**config.mk**
```make
export PLATFORM = sky130hd
export DESIGN_NAME = omsm_core
export DESIGN_NICKNAME = d
export VERILOG_FILES = /design/src/omsm_pkg.sv /design/src/omsm_core.sv
export SDC_FILE = /design/constraint.sdc
export NUM_CORES = 1
export LEC_CHECK = 0
export ABC_CLOCK_PERIOD_IN_PS = 2200
export BUFFER_PORTS_ARGS = -buffer_cell sky130_fd_sc_hd__buf_2
export CORE_MARGIN = 8
export CORE_UTILIZATION = 40
export DETAILED_ROUTE_END_ITERATION = 8
export SLEW_MARGIN = 0
export SYNTH_ARGS = -nofsm -noshare
export SYNTH_HDL_FRONTEND = slang
export SYNTH_SLANG_ARGS = --single-unit
```
**constraint.sdc**
```tcl
create_clock -name core_clk -period 2.2 [get_ports core_clk]
set_input_delay 0.33 -clock core_clk [delete_from_list [all_inputs] [get_ports core_clk]]
set_output_delay 0.33 -clock core_clk [all_outputs]
set_load 0.01 [all_outputs]
```
**src/omsm_pkg.sv**
```systemverilog
// Constants and types for the operating-mode state machine.
// Assumes a 50 MHz core clock.
package omsm_pkg;
    localparam int CLK_MHZ = 50;
    // Times in their own units
    localparam int FILTER_TIME_NS = 2000;
    localparam int WAIT_TIME_US = 300;
    localparam int SMA_TIME_NS = 6000;
    localparam int APD_TIME_NS = 10000;
    localparam int CORE_UP_US = 500;
    // Derived cycle counts
    localparam int FILTER_CYC = FILTER_TIME_NS * CLK_MHZ / 1000;
    localparam int WAIT_CYC = WAIT_TIME_US * CLK_MHZ;
    localparam int SMA_CYC = SMA_TIME_NS * CLK_MHZ / 1000;
    localparam int APD_CYC = APD_TIME_NS * CLK_MHZ / 1000;
    localparam int CORE_UP_CYC = CORE_UP_US * CLK_MHZ;
    localparam int CNT_W = 16;

    typedef enum logic [1:0] {
        OMSM_POWERUP = 2'b00,
        OMSM_NORMAL  = 2'b01,
        OMSM_SLEEP   = 2'b10
    } omsm_mode_e;
endpackage

```
**src/omsm_core.sv**
```systemverilog
// Operating-mode sequencer: power-up, normal, sleep and safe state.
// Assumes sleep_request_pin_n and SPI event strobes synchronous to core_clk.
`timescale 1ns/1ns
module omsm_core
    import omsm_pkg::*;
#(
    parameter int WAIT_COUNT = WAIT_CYC,
    parameter int CORE_UP_COUNT = CORE_UP_CYC
) (
    input wire logic core_clk,
    input wire logic rst_n,
    input wire logic logic_supply_ok,
    input wire logic driver_supply_ok,
    input wire logic sleep_request_pin_n,
    input wire logic spi_frame_ok,
    input wire logic spi_mode_change,
    input wire logic spi_clear_config,
    input wire logic wait_restart_opt,
    input wire logic sleep_flag_clear,
    output logic [1:0] mode,
    output logic spi_ready,
    output logic pins_enable,
    output logic core_active,
    output logic pump_en,
    output logic gate_en,
    output logic amp_en,
    output logic watchdog_en,
    output logic monitor_en,
    output logic fault_n_out,
    output logic fault_n_oe,
    output logic sleep_flag,
    output logic err1_latched,
    output logic config_clear
);
    // ----------------------------------------
    // Reset synchroniser and supply reset
    // ----------------------------------------
    logic rst_s1_reg, rst_s2_reg;
    always_ff @(posedge core_clk or negedge rst_n) begin
        if (!rst_n) begin
            rst_s1_reg <= 1'b0;
            rst_s2_reg <= 1'b0;
        end else begin
            rst_s1_reg <= 1'b1;
            rst_s2_reg <= rst_s1_reg;
        end
    end
    wire por_active = !rst_s2_reg || !logic_supply_ok;

    // ----------------------------------------
    // Sleep pin filter
    // ----------------------------------------
    logic pin_filt_reg, pin_filt_next;
    logic [CNT_W-1:0] filt_cnt_reg, filt_cnt_next;
    wire pin_differs = sleep_request_pin_n != pin_filt_reg;
    wire filt_done = filt_cnt_reg == CNT_W'(FILTER_CYC - 1);
    wire fall_det = pin_differs && filt_done && pin_filt_reg;
    wire rise_det = pin_differs && filt_done && !pin_filt_reg;
    assign filt_cnt_next = !pin_differs || filt_done ? '0 :
                           filt_cnt_reg + 1'b1;
    assign pin_filt_next = pin_differs && filt_done ?
                           sleep_request_pin_n : pin_filt_reg;

    // ----------------------------------------
    // Mode state and wait sequence
    // ----------------------------------------
    omsm_mode_e mode_reg, mode_next;
    logic wait_act_reg, wait_act_next;
    logic sma_act_reg, sma_act_next;
    logic [15:0] wait_cnt_reg, wait_cnt_next;
    logic [CNT_W-1:0] sma_cnt_reg, sma_cnt_next;
    logic [CNT_W-1:0] apd_cnt_reg, apd_cnt_next;
    logic [15:0] core_cnt_reg, core_cnt_next;
    logic frame_seen_reg, frame_seen_next;
    logic safe_reg, safe_next;
    logic flag_reg, flag_next;

    wire core_up = core_cnt_reg == 16'(CORE_UP_COUNT - 1);
    wire spi_ok = core_up && logic_supply_ok;
    wire spi_seen = spi_frame_ok && spi_ok;
    wire wait_done = wait_cnt_reg == 16'(WAIT_COUNT - 1);
    wire sma_done = sma_cnt_reg == CNT_W'(SMA_CYC - 1);
    wire apd_done = apd_cnt_reg == CNT_W'(APD_CYC - 1);
    wire apd_run = !pin_filt_reg && !safe_reg && mode_reg != OMSM_SLEEP;
    wire in_sleep = mode_reg == OMSM_SLEEP;
    wire go_normal = mode_reg == OMSM_POWERUP && spi_mode_change &&
                     spi_ok && (frame_seen_reg || spi_frame_ok);
    wire go_powerup = mode_reg == OMSM_NORMAL &&
                      (spi_mode_change || spi_clear_config);

    always_comb begin
        mode_next = mode_reg;
        wait_act_next = wait_act_reg;
        sma_act_next = sma_act_reg;
        wait_cnt_next = wait_act_reg ? wait_cnt_reg + 16'h0001 : 16'h0000;
        sma_cnt_next = sma_act_reg ? sma_cnt_reg + 1'b1 : '0;
        if (fall_det && !in_sleep) begin
            wait_act_next = 1'b1;
            wait_cnt_next = 16'h0000;
        end else if (wait_act_reg && rise_det) begin
            wait_act_next = 1'b0;
        end else if (wait_act_reg && spi_seen) begin
            wait_cnt_next = 16'h0000;
            wait_act_next = wait_restart_opt;
        end else if (wait_act_reg && wait_done) begin
            wait_act_next = 1'b0;
            sma_act_next = 1'b1;
        end
        if (sma_act_reg && sma_done) begin
            sma_act_next = 1'b0;
            mode_next = OMSM_SLEEP;
        end else if (in_sleep && rise_det) begin
            mode_next = OMSM_POWERUP;
        end else if (go_normal) begin
            mode_next = OMSM_NORMAL;
        end else if (go_powerup) begin
            mode_next = OMSM_POWERUP;
        end
    end

    assign apd_cnt_next = apd_run && !apd_done ? apd_cnt_reg + 1'b1 : '0;
    assign safe_next = (apd_run && apd_done) ? 1'b1 :
                       (pin_filt_reg ? 1'b0 : safe_reg);
    assign core_cnt_next = in_sleep ? 16'h0000 :
                           (core_up ? core_cnt_reg : core_cnt_reg + 16'h0001);
    assign frame_seen_next = in_sleep ? 1'b0 : (frame_seen_reg || spi_seen);
    assign flag_next = fall_det ? 1'b1 :
                       (sleep_flag_clear ? 1'b0 : flag_reg);

    // ----------------------------------------
    // Filter registers
    // ----------------------------------------
    always_ff @(posedge core_clk or negedge rst_n) begin
        if (!rst_n) begin
            pin_filt_reg <= 1'b1;
            filt_cnt_reg <= '0;
        end else if (por_active) begin
            pin_filt_reg <= 1'b1;
            filt_cnt_reg <= '0;
        end else begin
            pin_filt_reg <= pin_filt_next;
            filt_cnt_reg <= filt_cnt_next;
        end
    end

    // ----------------------------------------
    // Wait sequence registers
    // ----------------------------------------
    always_ff @(posedge core_clk or negedge rst_n) begin
        if (!rst_n) begin
            wait_act_reg <= 1'b0;
            wait_cnt_reg <= 16'h0000;
        end else if (por_active) begin
            wait_act_reg <= 1'b0;
            wait_cnt_reg <= 16'h0000;
        end else begin
            wait_act_reg <= wait_act_next;
            wait_cnt_reg <= wait_cnt_next;
        end
    end

    // ----------------------------------------
    // Activation delay registers
    // ----------------------------------------
    always_ff @(posedge core_clk or negedge rst_n) begin
        if (!rst_n) begin
            sma_act_reg <= 1'b0;
            sma_cnt_reg <= '0;
        end else if (por_active) begin
            sma_act_reg <= 1'b0;
            sma_cnt_reg <= '0;
        end else begin
            sma_act_reg <= sma_act_next;
            sma_cnt_reg <= sma_cnt_next;
        end
    end

    // ----------------------------------------
    // Mode register and core-ready timer
    // ----------------------------------------
    always_ff @(posedge core_clk or negedge rst_n) begin
        if (!rst_n) begin
            mode_reg <= OMSM_POWERUP;
            core_cnt_reg <= 16'h0000;
        end else if (por_active) begin
            mode_reg <= OMSM_POWERUP;
            core_cnt_reg <= 16'h0000;
        end else begin
            mode_reg <= mode_next;
            core_cnt_reg <= core_cnt_next;
        end
    end

    // ----------------------------------------
    // Discharge registers
    // ----------------------------------------
    always_ff @(posedge core_clk or negedge rst_n) begin
        if (!rst_n) begin
            apd_cnt_reg <= '0;
            safe_reg <= 1'b0;
        end else if (por_active) begin
            apd_cnt_reg <= '0;
            safe_reg <= 1'b0;
        end else begin
            apd_cnt_reg <= apd_cnt_next;
            safe_reg <= safe_next;
        end
    end

    // ----------------------------------------
    // Status registers
    // ----------------------------------------
    always_ff @(posedge core_clk or negedge rst_n) begin
        if (!rst_n) begin
            frame_seen_reg <= 1'b0;
            flag_reg <= 1'b0;
        end else if (por_active) begin
            frame_seen_reg <= 1'b0;
            flag_reg <= 1'b0;
        end else begin
            frame_seen_reg <= frame_seen_next;
            flag_reg <= flag_next;
        end
    end

    // ----------------------------------------
    // Output decode
    // ----------------------------------------
    wire is_normal = mode_next == OMSM_NORMAL && !por_active;
    wire sleep_n = mode_next != OMSM_SLEEP && !por_active;
    wire gates_off = safe_next || !driver_supply_ok;
    wire pin_low_held = !pin_filt_next;
    wire gate_next = is_normal && !gates_off && !wait_act_next &&
                     !pin_low_held;
    wire fault_drive = sleep_n && (mode_next == OMSM_POWERUP ||
                       !driver_supply_ok || wait_act_next);

    always_ff @(posedge core_clk or negedge rst_n) begin
        if (!rst_n) begin
            mode <= 2'b00;
            spi_ready <= 1'b0;
            pins_enable <= 1'b0;
            core_active <= 1'b0;
            pump_en <= 1'b0;
            gate_en <= 1'b0;
            amp_en <= 1'b0;
            watchdog_en <= 1'b0;
            monitor_en <= 1'b0;
        end else begin
            mode <= por_active ? OMSM_POWERUP : mode_next;
            spi_ready <= sleep_n && spi_ok;
            pins_enable <= sleep_n;
            core_active <= sleep_n;
            pump_en <= is_normal;
            gate_en <= gate_next;
            amp_en <= is_normal;
            watchdog_en <= is_normal;
            monitor_en <= sleep_n;
        end
    end

    // ----------------------------------------
    // Fault pin and status outputs
    // ----------------------------------------
    always_ff @(posedge core_clk or negedge rst_n) begin
        if (!rst_n) begin
            fault_n_out <= 1'b0;
            fault_n_oe <= 1'b0;
            sleep_flag <= 1'b0;
            err1_latched <= 1'b0;
            config_clear <= 1'b0;
        end else begin
            fault_n_out <= 1'b0;
            fault_n_oe <= fault_drive;
            sleep_flag <= flag_next && !por_active;
            err1_latched <= (flag_next || err1_latched) && !por_active;
            config_clear <= mode_reg == OMSM_NORMAL && spi_clear_config;
        end
    end
endmodule

```
# ---- After elaboration in Yosys (flattened, before gate mapping)
# Cells that the tools add are included.
dict set report classes {
  add_sub_neg 5
  eq_ne 15
  n_mux 40
  n_reduce_logical 53
}
# cell n
set ops {}
lappend ops {{2-to-1 mux 16 bit} 14}
lappend ops {{adder 16 x 1 -> 16 bit, second input constant} 5}
lappend ops {{equality test 16 x 9 -> 1 bit, second input constant} 2}
lappend ops {{logical AND 1 bit} 29}
lappend ops {{2-to-1 mux 1 bit} 21}
lappend ops {{equality test 16 x 14 -> 1 bit, second input constant} 1}
lappend ops {{equality test 16 x 15 -> 1 bit, second input constant} 1}
lappend ops {{equality test 16 x 7 -> 1 bit, second input constant} 1}
lappend ops {{!= test 3 x 2 -> 1 bit, second input constant} 4}
lappend ops {{zero test 1 bit} 11}
lappend ops {{2-to-1 mux 2 bit} 5}
lappend ops {{logical OR 1 bit} 9}
lappend ops {{equality test 2 x 1 -> 1 bit, second input constant} 2}
lappend ops {{zero test 2 bit} 2}
lappend ops {{!= test 2 bit, second input constant} 2}
lappend ops {{AND reduction 4 bit} 1}
lappend ops {{nonzero test 3 bit} 1}
lappend ops {{equality test 2 bit, second input constant} 1}
lappend ops {{!= test 1 bit} 1}
dict set report totals {
  reg_bits 98
  input_bits 10
  output_inout_bits 15
  word_cells 135
}

# ---- Depth between registers and ports, before layout
# Gate-level depths: netlist of the first run.
dict set report logic_depth {
  depth_word 12
  ltp_mapped 8
  depth_no_buf 6
}

# ---- Least setup slack after synthesis of the first run
# No wires, ideal clock.
dict set report synth_path {
  path_kind {register to register}
  startpoint {reg apd_cnt_reg[0]}
  endpoint {reg apd_cnt_reg[10]}
  setup_ns 0.121
  t_arrival_ns 2.014
  required_time_ns 2.079
  path_slack_ns 0.065
  path_stages_with_launch 9
  path_buffers 2
  synth_period_minus_slack_ns 2.135
  path_cell_list {dfrtp_1 > ha_1 > or4b_2 > nor3_1 > and4_1 > or4_1 > clkbuf_1 > buf_2 > nor2_1}
}
dict set report synth_via {
  elab_chain_len 5
  elab_cells_between_ends 6
  classes_between {add/sub: 1; eq/ne: 1; mux: 2; reduce/logical: 2}
}
# element line_no
set synth_lines {}
lappend synth_lines {{start, declared} omsm_core.sv:72} ;# logic [CNT_W-1:0] apd_cnt_reg, apd_cnt_next;
lappend synth_lines {{start signal, assigned} omsm_core.sv:205} ;# apd_cnt_reg <= apd_cnt_next;
lappend synth_lines {{parallel branches: the longest is 3 deep, another holds adder 16 x 1 -> 16 bit} --}
lappend synth_lines {{2-to-1 mux 16 bit *} omsm_core.sv:121} ;# assign apd_cnt_next = apd_run && !apd_done ? apd_cnt_reg + 1'b1 : '0;
lappend synth_lines {{2-to-1 mux 16 bit *} omsm_core.sv:201} ;# end else if (por_active) begin
# Every way passes the cells marked *.
# A chain may end at the register's enable or synchronous reset.

# ---- Worst setup path after layout of the first run
dict set report layout_path {
  startpoint {reg filt_cnt_reg[7]}
  endpoint {reg fault_n_oe}
}
dict set report layout_via {
  elab_chain_len 10
  elab_cells_between_ends 17
  classes_between {eq/ne: 2; mux: 4; reduce/logical: 11}
}
# element line_no
set layout_lines {}
lappend layout_lines {{start, declared} omsm_core.sv:54} ;# logic [CNT_W-1:0] filt_cnt_reg, filt_cnt_next;
lappend layout_lines {{start signal, assigned} omsm_core.sv:142} ;# filt_cnt_reg <= filt_cnt_next;
lappend layout_lines {{equality test 16 x 7 -> 1 bit *} omsm_core.sv:56} ;# wire filt_done = filt_cnt_reg == CNT_W'(FILTER_CYC - 1);
lappend layout_lines {{logical AND 1 bit *} {omsm_core.sv:57, omsm_core.sv:58}}
lappend layout_lines {{logical AND 1 bit} omsm_core.sv:58} ;# wire rise_det = pin_differs && filt_done && !pin_filt_reg;
lappend layout_lines {{logical AND 1 bit} omsm_core.sv:112} ;# end else if (in_sleep && rise_det) begin
lappend layout_lines {{2-to-1 mux 2 bit} omsm_core.sv:112}
lappend layout_lines {{2-to-1 mux 2 bit} omsm_core.sv:109} ;# if (sma_act_reg && sma_done) begin
lappend layout_lines {{zero test 2 bit} omsm_core.sv:235} ;# wire fault_drive = sleep_n && (mode_next == OMSM_POWERUP ||
lappend layout_lines {{logical OR 1 bit} omsm_core.sv:235}
lappend layout_lines {{logical OR 1 bit} omsm_core.sv:236} ;# !driver_supply_ok || wait_act_next);
lappend layout_lines {{logical AND 1 bit *} omsm_core.sv:235}
lappend layout_lines {{via fault_drive} omsm_core.sv:235}
lappend layout_lines {{end signal, assigned} omsm_core.sv:274} ;# fault_n_oe <= fault_drive;
lappend layout_lines {{end, declared} omsm_core.sv:30} ;# output logic fault_n_oe,
# The timed path passes the listed nets; every way through them passes the cells marked *.

==> reports/metrics.yaml, run 1 <==
yosys:
  synth_top_area_cell: "dfrtp_1"
  synth-simple-area-share_pct: 26.6
  synth_top_family_by_area: "simple AND/OR/NAND/NOR gates"
  seq_area_frac_synth_pct: 52.2
  ys_ff_latch: 97
  synthXorXnorAreaFrac_pct: 11.9
  synth_most_common_cell: "dfrtp_1"
  synth_area_um2: 4660
  yosys.cell_types.count: 47
  synth_edf_count: 0
  ys.flop_type: "dfrtp_1"
  synth_mux_area_share_pct: 0.430
  syn_area_per_cell_um2: 9.93
  synth_area_leaders: "dfrtp_1 (52%), nor2_1 (6.6%), xnor2_1 (6.0%)"
  yosys_warnings: 0
  synthAdderAreaFrac_pct: 1.34
  synth_top_area_share_pct: 51.6
  synth_compound_area_share_pct: 4.49
  ys_async_sr_fraction_pct: 100
  syn-num-nets: 484
  synth_cells: 469
  ys_top_cells_by_count: "dfrtp_1 (96), nor2_1 (82), nand2_1 (33)"
drt:
  avgViaCountPerCell: 5.18
  drt_iter0_drc: 159
  ant_nets: 0
  routed-via-count: 3420
  drt-wirelength-per-cell_um: 14.4
  drc_errors: 0
  dr.pass1.iters: 4
  wl_mm: 9.53
pwr:
  power_density_nw_per_um2: 616
  irDropWorstVdd_uv: 286
  p_leak_nw: 2.23
  total_power_mw: 3.32
finish:
  final_cells: 660
  fin_nets: 528
  diodes: 0
  syn2layout_area_growth_pct: 15.9
  drive_gt1_share_pct: 15.9
setup_path:
  cp.arrival_ns: 2.35
  timing.critical_path.fanout_max: 4
  crit_path_end_kind: "flip-flop"
  critPathLaunchType: "flip-flop"
  critPathKind: "flip-flop to flip-flop"
  required_ns: 2.42
global_routing:
  first_global_vias: 3364
  busiest_layer: "met2"
  grt_pass1_wl_mm: 16.2
  grt_usage_pct: 13.4
  gr-total-overflow: 0
  grt_max_degree: 44
  grtUsageMet3_pct: 3.99
  use_met1_pct: 17.3
  grt_use_met2_pct: 20.6
  antenna_found_initial: 1
die:
  dieArea_um2: 15300
  core_area_um2: 11400
  initial_core_util_pct: 40.9
  fp.dieH_um: 124
  std_cell_rows: 39
  fp.dieW_um: 124
  num_io_pins: 25
clock_network:
  ctsRootBufferMaster: "clkbuf_16"
  clkTransAtPathRegs_ns: 0.07
  insertion_delay_ns: 0.35
  clock-sinks: 97
  htree_levels: 3
  cts_buffers: 9
  cts.path.max_buffers: 2
  cts_tree: "built"
sta:
  period_minus_slack_ns: 2.13
  setup_tns_ns: 0
  fmax_mhz: 471
  grt_setup_unrepaired: "false"
  timing.final.crit_share_pct: 96.6
  worst_slack_ns: 0.0748
  worst_pin_slew_ns: 0.590
  finClkSkew_ns: 0.00889
  hold_viol: 0
  relSlewSlack_pct: 60.3
  setup_viol: 0
  report.final.slew_viol_count: 0
placed_design:
  gp_congestion: 0.812
  hpwl_mm: 6.70
  place_ws_ns: 0.0438
  portBuffers: 23
  dp_cells: 640
run_status:
  status: "complete, no violations"
flow_run:
  drv_cap: 0
hold_path:
  hp-class: "primary input to flip-flop"
## final timing paths
path	depth (start not counted)	start	slack (ns)	endpoint
hold / removal	3	spi_clear_config	0.22	config_clear
max in group asynchronous	3	rst_n	1.02	pin_filt_reg
setup reg to reg	5	filt_cnt_reg[7]	0.07	fault_n_oe
hold reg to reg	0	rst_s1_reg	0.35	rst_s2_reg
setup / recovery	5	filt_cnt_reg[7]	0.07	fault_n_oe
min in group asynchronous	2	rst_n	0.52	core_cnt_reg[7]
## routing by layer
layer | vias to the layer above | part of all wire [%] | wire length, um
met5 | - | 0.084 | 8
met4 | 2 | 1.7 | 165
met3 | 14 | 4.3 | 408
met2 | 40 | 47 | 4470
met1 | 1659 | 47 | 4480
li1 | 1705 | - | -
## stage by stage
step / utilization, % / hold WS [ns] / area, um2
2_1_floorplan: - / 0.0344 / 4660
5_1_grt: 47.4 / 0.213 / 5390
3_5_place_dp: 44.5 / 0.335 / 5050
4_1_cts: 46.9 / 0.202 / 5330
6_report: 47.4 / 0.216 / 5390
3_3_place_gp: 44.5 / 0.336 / 5050
## cells in the final DEF, fill, tap and decap left out, types with 10 or more instances in the layout
cell type / netlist / final
a21oi_1: 11 / 11
and3_1: 10 / 10
buf_2: 5 / 22
buf_4: 5 / 22
dfrtp_1: 96 / 96
inv_1: 12 / 12
nand2_1: 33 / 33
nand3_1: 26 / 26
nand4_1: 20 / 20
nor2_1: 82 / 82
nor2_2: 10 / 10
nor3_1: 13 / 13
o21ai_0: 10 / 10
xnor2_1: 32 / 32
xor2_1: 31 / 31
## report_power, final
group | switching (mW) | internal (mW)
clock | 0.641 | 0.788
combinational | 0.0689 | 0.0287
sequential | 0.00431 | 1.79
## critical path: stages (launching register included)
cell     delay [ns]
dfrtp_1        0.37
or4_4          0.54
or4_4          0.54
nor2_4         0.24
or4b_4         0.19
a41oi_1        0.11
## area by class of cell
type                    instances  area [um2]
repair buffers                 48         345
flip-flops and latches         97        2430
inverters                      12        45.0
multi-input cells             345        2130
clock buffers                  12         246
well taps                     143         179
fillers                      1076        5980
clock inverters                 3        17.5
## repair_timing
action | 4_1_cts | 5_1_grt
endpoints found under the setup margin | 0 | 20
endpoints found under the hold margin | 5 | 0
hold buffers | 1 | 0
setup buffers | 0 | 3
gates resized for setup | 0 | 6
## logic make-up after synthesis
group | after synthesis
fa+ha+maj | 5
buf+inv | 28
other cells | 2
simple gates | 240
compound gates | 32
flops | 97
mux | 2
xor+xnor | 63
(Power assumes the default switching activity.)
==> inputs of run 2 (changes only) <==
--- a/config.mk
+++ b/config.mk
@@ -11,4 +11,5 @@
 export CORE_UTILIZATION = 40
 export DETAILED_ROUTE_END_ITERATION = 8
+export SKIP_CTS_REPAIR_TIMING = 1
 export SLEW_MARGIN = 0
 export SYNTH_ARGS = -nofsm -noshare
==> constraint.sdc (replaced) <==
create_clock -name core_clk -period 2.2 [get_ports core_clk]
set_input_delay 0.11 -clock core_clk [delete_from_list [all_inputs] [get_ports core_clk]]
set_output_delay 0.11 -clock core_clk [all_outputs]
set_load 0.01 [all_outputs]
==> run 2 against run 1 <==
Highest routed layer is now met4. Final cell count shrank 0.15%. Clock-buffer cell count shrank 2. The flow now finishes with violations (hold timing, setup timing). Largest power group unchanged. Critical path depth is the same. Largest cell class unchanged. First-iteration DRC count grew 50%. Flip-flop and latch count is the same. Register-to-register slack lost 0.11 ns. Clock skew is essentially flat. Hold slack lost 0.22 ns. Sequential share of layout area shrank 0.35 points. Routed wire length grew 2.4%.
==> reports/metrics.yaml, run 2 (same netlist as run 1, synthesis figures left out) <==
run_status:
  status: "finished with violations"
  violations: "hold timing, setup timing"
global_routing:
  grt_max_degree: 59
  first_global_vias: 3363
  gr-total-overflow: 0
  grt_usage_pct: 13.2
  antenna_found_initial: 0
  grt_pass1_wl_mm: 16.0
clock_network:
  clock-sinks: 97
  cts.path.max_buffers: 2
  cts_tree: "built"
  cts_buffers: 9
  ctsRootBufferMaster: "clkbuf_16"
  clkTransAtPathRegs_ns: 0.07
  htree_levels: 3
  insertion_delay_ns: 0.35
die:
  std_cell_rows: 39
  fp.dieW_um: 124
  core_area_um2: 11400
  dieArea_um2: 15300
  num_io_pins: 25
  fp.dieH_um: 124
  initial_core_util_pct: 40.9
sta:
  hold_viol: 1
  timing.final.crit_share_pct: 102
  worst_slack_ns: -0.0356
  setup_viol: 2
  grt_setup_unrepaired: "true"
  relSlewSlack_pct: 59.4
  period_minus_slack_ns: 2.24
  finClkSkew_ns: 0.00880
  report.final.slew_viol_count: 0
  whs_ns: -0.00343
  worst_pin_slew_ns: 0.603
  fmax_mhz: 447
pwr:
  total_power_mw: 3.49
  p_leak_nw: 2.23
  irDropWorstVdd_uv: 461
  power_density_nw_per_um2: 642
placed_design:
  gp_congestion: 0.779
  dp_cells: 638
  place_area_um2: 5040
  place_ws_ns: -0.00747
  portBuffers: 23
  hpwl_mm: 6.63
setup_path:
  critPathKind: "flip-flop to flip-flop"
  rrSetupSlack_ns: -0.04
  timing.critical_path.fanout_max: 4
  cp_common_cell: "or4_4"
  cp.arrival_ns: 2.45
  required_ns: 2.41
  crit_path_end_kind: "flip-flop"
  cp.depth: 5
  reg2regPathDepth: 5
  regToRegEndpoint: "fault_n_oe"
  r2r-start: "filt_cnt_reg[2]"
  crit_chain: "or4_4 > or4_4 > nor2_4 > or4b_4 > a41oi_2"
  slowest_stage: "or4_4"
  critPathMaxStageDelay_ns: 0.60
  worst-path-buf-inv: 0
  crit_family: "simple AND/OR/NAND/NOR gates"
  critPathLaunchType: "flip-flop"
flow_run:
  drv_cap: 0
hold_path:
  hold_path_depth: 3
  hp-class: "primary input to flip-flop"
  hold_start: "spi_clear_config"
  hold_end: "config_clear"
finish:
  layout_commonest_cell: "dfrtp_1"
  stdcell_area_um2: 5440
  syn2layout_area_growth_pct: 16.8
  mostFrequentLayoutCells: "dfrtp_1 (96), nor2_1 (82), nand2_1 (33), xnor2_1 (32), xor2_1 (31)"
  drive_gt1_share_pct: 16.7
  fin_nets: 526
  final_cells: 659
  diodes: 0
drt:
  dr.pass1.iters: 6
  wl_mm: 9.76
  drc_errors: 0
  ant_nets: 0
  avgViaCountPerCell: 5.24
  drt-wirelength-per-cell_um: 14.8
  routed-via-count: 3455
  drt_iter0_drc: 239
[run 2: tightest hold or removal path, cell delays in order]
cell     delay, ns
buf_2         0.11
nand2_1       0.06
nor2_1        0.03
[run 2: worst max-delay path by stage]
| stage | slack [ns] | start | end |
|---|---|---|---|
| 2_1_floorplan | 0.06 | apd_cnt_reg[0] | apd_cnt_reg[10] |
| 3_3_place_gp | 0.03 | core_cnt_reg[11] | fault_n_oe |
| 3_5_place_dp | -0.007 | core_cnt_reg[11] | fault_n_oe |
| 4_1_cts | -0.03 | core_cnt_reg[11] | fault_n_oe |
| 5_1_grt | -0.09 | filt_cnt_reg[3] | fault_n_oe |
| 6_report | -0.04 | filt_cnt_reg[2] | fault_n_oe |
[run 2: power breakdown]
group / internal [mW] / switching, mW / total (mW)
sequential: 1.79 / 0.00487 / 1.79
clock: 0.916 / 0.685 / 1.60
combinational: 0.0264 / 0.0689 / 0.0954
total: 2.73 / 0.759 / 3.49
[run 2: metrics by stage]
step	TNS, ns	util [%]
6_report	-0.0446	47.8
3_5_place_dp	-0.00747	44.3
2_1_floorplan	0	-
4_1_cts	-0.0337	47.0
5_1_grt	-0.286	47.8
3_3_place_gp	0	44.3
[run 2: final cells by class]
cell class,count,area [um2]
fillers,1043,5930
flip-flops and latches,97,2430
multi-input cells,345,2150
repair buffers,46,330
clock buffers,10,239
well taps,143,179
clock inverters,6,65.1
inverters,12,45.0
[run 2: layer usage]
| metal | GRT usage, % | up-vias | wire length [um] |
|---|---|---|---|
| met5 | 0 | - | 0 |
| met2 | 21.3 | 54 | 4700 |
| li1 | - | 1699 | - |
| met3 | 4.17 | 16 | 446 |
| met4 | 4.74 | 0 | 183 |
| met1 | 16.4 | 1686 | 4420 |
==> inputs of run 3 (changes only) <==
- CORE_UTILIZATION: 40 -> 55
- PLACE_DENSITY: default -> 0.76
==> run 3 against run 2 <==
The flow now finishes without violations. Critical path depth grew 1. Core utilization is 16 points higher. Flip-flop and latch count is the same. Maximum frequency grew 4.3%.
==> reports/metrics.yaml, run 3 (same netlist as run 1, synthesis figures left out) <==
drt:
  drt_iter0_drc: 172
  drt-wirelength-per-cell_um: 14.8
  ant_nets: 0
  routed-via-count: 3457
  avgViaCountPerCell: 5.58
  dr.pass1.iters: 4
  drc_errors: 0
  wl_mm: 9.14
setup_path:
  cp.arrival_ns: 2.41
  crit_path_end_kind: "flip-flop"
  worst-path-buf-inv: 0
  critPathMaxStageDelay_ns: 0.56
  required_ns: 2.47
  critPathLaunchType: "flip-flop"
  critPathKind: "flip-flop to flip-flop"
  crit_family: "simple AND/OR/NAND/NOR gates"
  timing.critical_path.fanout_max: 4
  slowest_stage: "or4b_1"
  crit_chain: "ha_1 > and4_1 > and4_4 > a311oi_1 > or4b_1 > a41oi_1"
sta:
  hold_viol: 0
  fmax_mhz: 467
  report.final.slew_viol_count: 0
  period_minus_slack_ns: 2.14
  setup_tns_ns: 0
  setup_viol: 0
  relSlewSlack_pct: 64.0
  finClkSkew_ns: 0.00810
  grt_setup_unrepaired: "false"
  worst_pin_slew_ns: 0.535
  whs_ns: 0.0669
  worst_slack_ns: 0.0572
  timing.final.crit_share_pct: 97.4
finish:
  mostFrequentLayoutCells: "dfrtp_1 (96), nor2_1 (82), nand2_1 (33), xnor2_1 (32), xor2_1 (31)"
  stdcell_area_um2: 5250
  drive_gt1_share_pct: 15.4
  finish.utilization_pct: 63.9
  diodes: 0
  syn2layout_area_growth_pct: 12.8
  fin_nets: 524
  layout_commonest_cell: "dfrtp_1"
  final_cells: 619
global_routing:
  grt_max_degree: 61
  antenna_found_initial: 2
  grt_usage_pct: 16.9
  first_global_vias: 3430
  grt_pass1_wl_mm: 15.9
  gr-total-overflow: 0
hold_path:
  hp-class: "primary input to flip-flop"
placed_design:
  dp_cells: 595
  hpwl_mm: 6.45
  place_area_um2: 4950
  portBuffers: 23
  gp_congestion: 0.844
  place_ws_ns: -0.154
die:
  initial_core_util_pct: 56.7
  std_cell_rows: 33
  dieArea_um2: 11700
  fp.dieH_um: 108
  num_io_pins: 25
  core_area_um2: 8220
  fp.dieW_um: 108
pwr:
  irDropWorstVdd_uv: 400
  power_density_nw_per_um2: 571
  total_power_mw: 3.00
  p_leak_nw: 2.17
clock_network:
  cts_tree: "built"
  ctsRootBufferMaster: "clkbuf_8"
  htree_levels: 3
  cts_buffers: 9
  cts.path.max_buffers: 2
  clkTransAtPathRegs_ns: 0.09
  insertion_delay_ns: 0.36
  clock-sinks: 97
flow_run:
  drv_cap: 0
run_status:
  status: "complete, no violations"
## run 3: cell types whose count changed in the layout (fill, tap and decap cells not counted), moves of 2 or more
cell           before  now
dlygate4sd3_1       1    3
clkinv_2            2    0
clkbuf_8            1   12
buf_4              20   17
inv_6               2    0
clkbuf_16           9    0
## run 3: metal layers
layer	vias up	GRT usage, %	routed length (um)
li1	1686	-	-
met1	1684	21.6	4260
met2	63	26.7	4260
met3	20	3.51	401
met4	4	8.33	191
met5	-	0	26
## run 3: worst reg2reg max path, delay by kind of cell (launching register included)
kind                     cells  cell delay (ns)
flip-flops                   1             0.43
AO/OA/AOI/OAI                2             0.40
adder cells (fa/ha/maj)      1             0.18
AND/OR/NAND/NOR              3             1.05
## run 3: worst paths after layout
kind	startpoint	to	slack (ns)	depth (start not counted)
worst min-delay path	logic_supply_ok	spi_ready	0.07	3
worst max register to register	core_cnt_reg[0]	fault_n_oe	0.06	6
worst max-delay path	core_cnt_reg[0]	fault_n_oe	0.06	6
worst min register to register	rst_s1_reg	rst_s2_reg	0.37	0
max in group asynchronous	rst_n	pin_filt_reg	1.25	3
min in group asynchronous	rst_n	sma_cnt_reg[8]	0.24	2
## run 3: final cells by class
cell class | instances | area [um2]
multi-input combinational | 344 | 2130
sequential | 97 | 2430
clock inverter | 3 | 23.8
tap | 105 | 131
clock buffer | 13 | 169
timing repair buffer | 45 | 328
inverter | 12 | 45.0
fill | 665 | 2960
## run 3: power by group
| group | internal (mW) | switching, mW |
|---|---|---|
| Clock | 0.507 | 0.607 |
| Sequential | 1.79 | 0.00485 |
| Combinational | 0.0284 | 0.0656 |
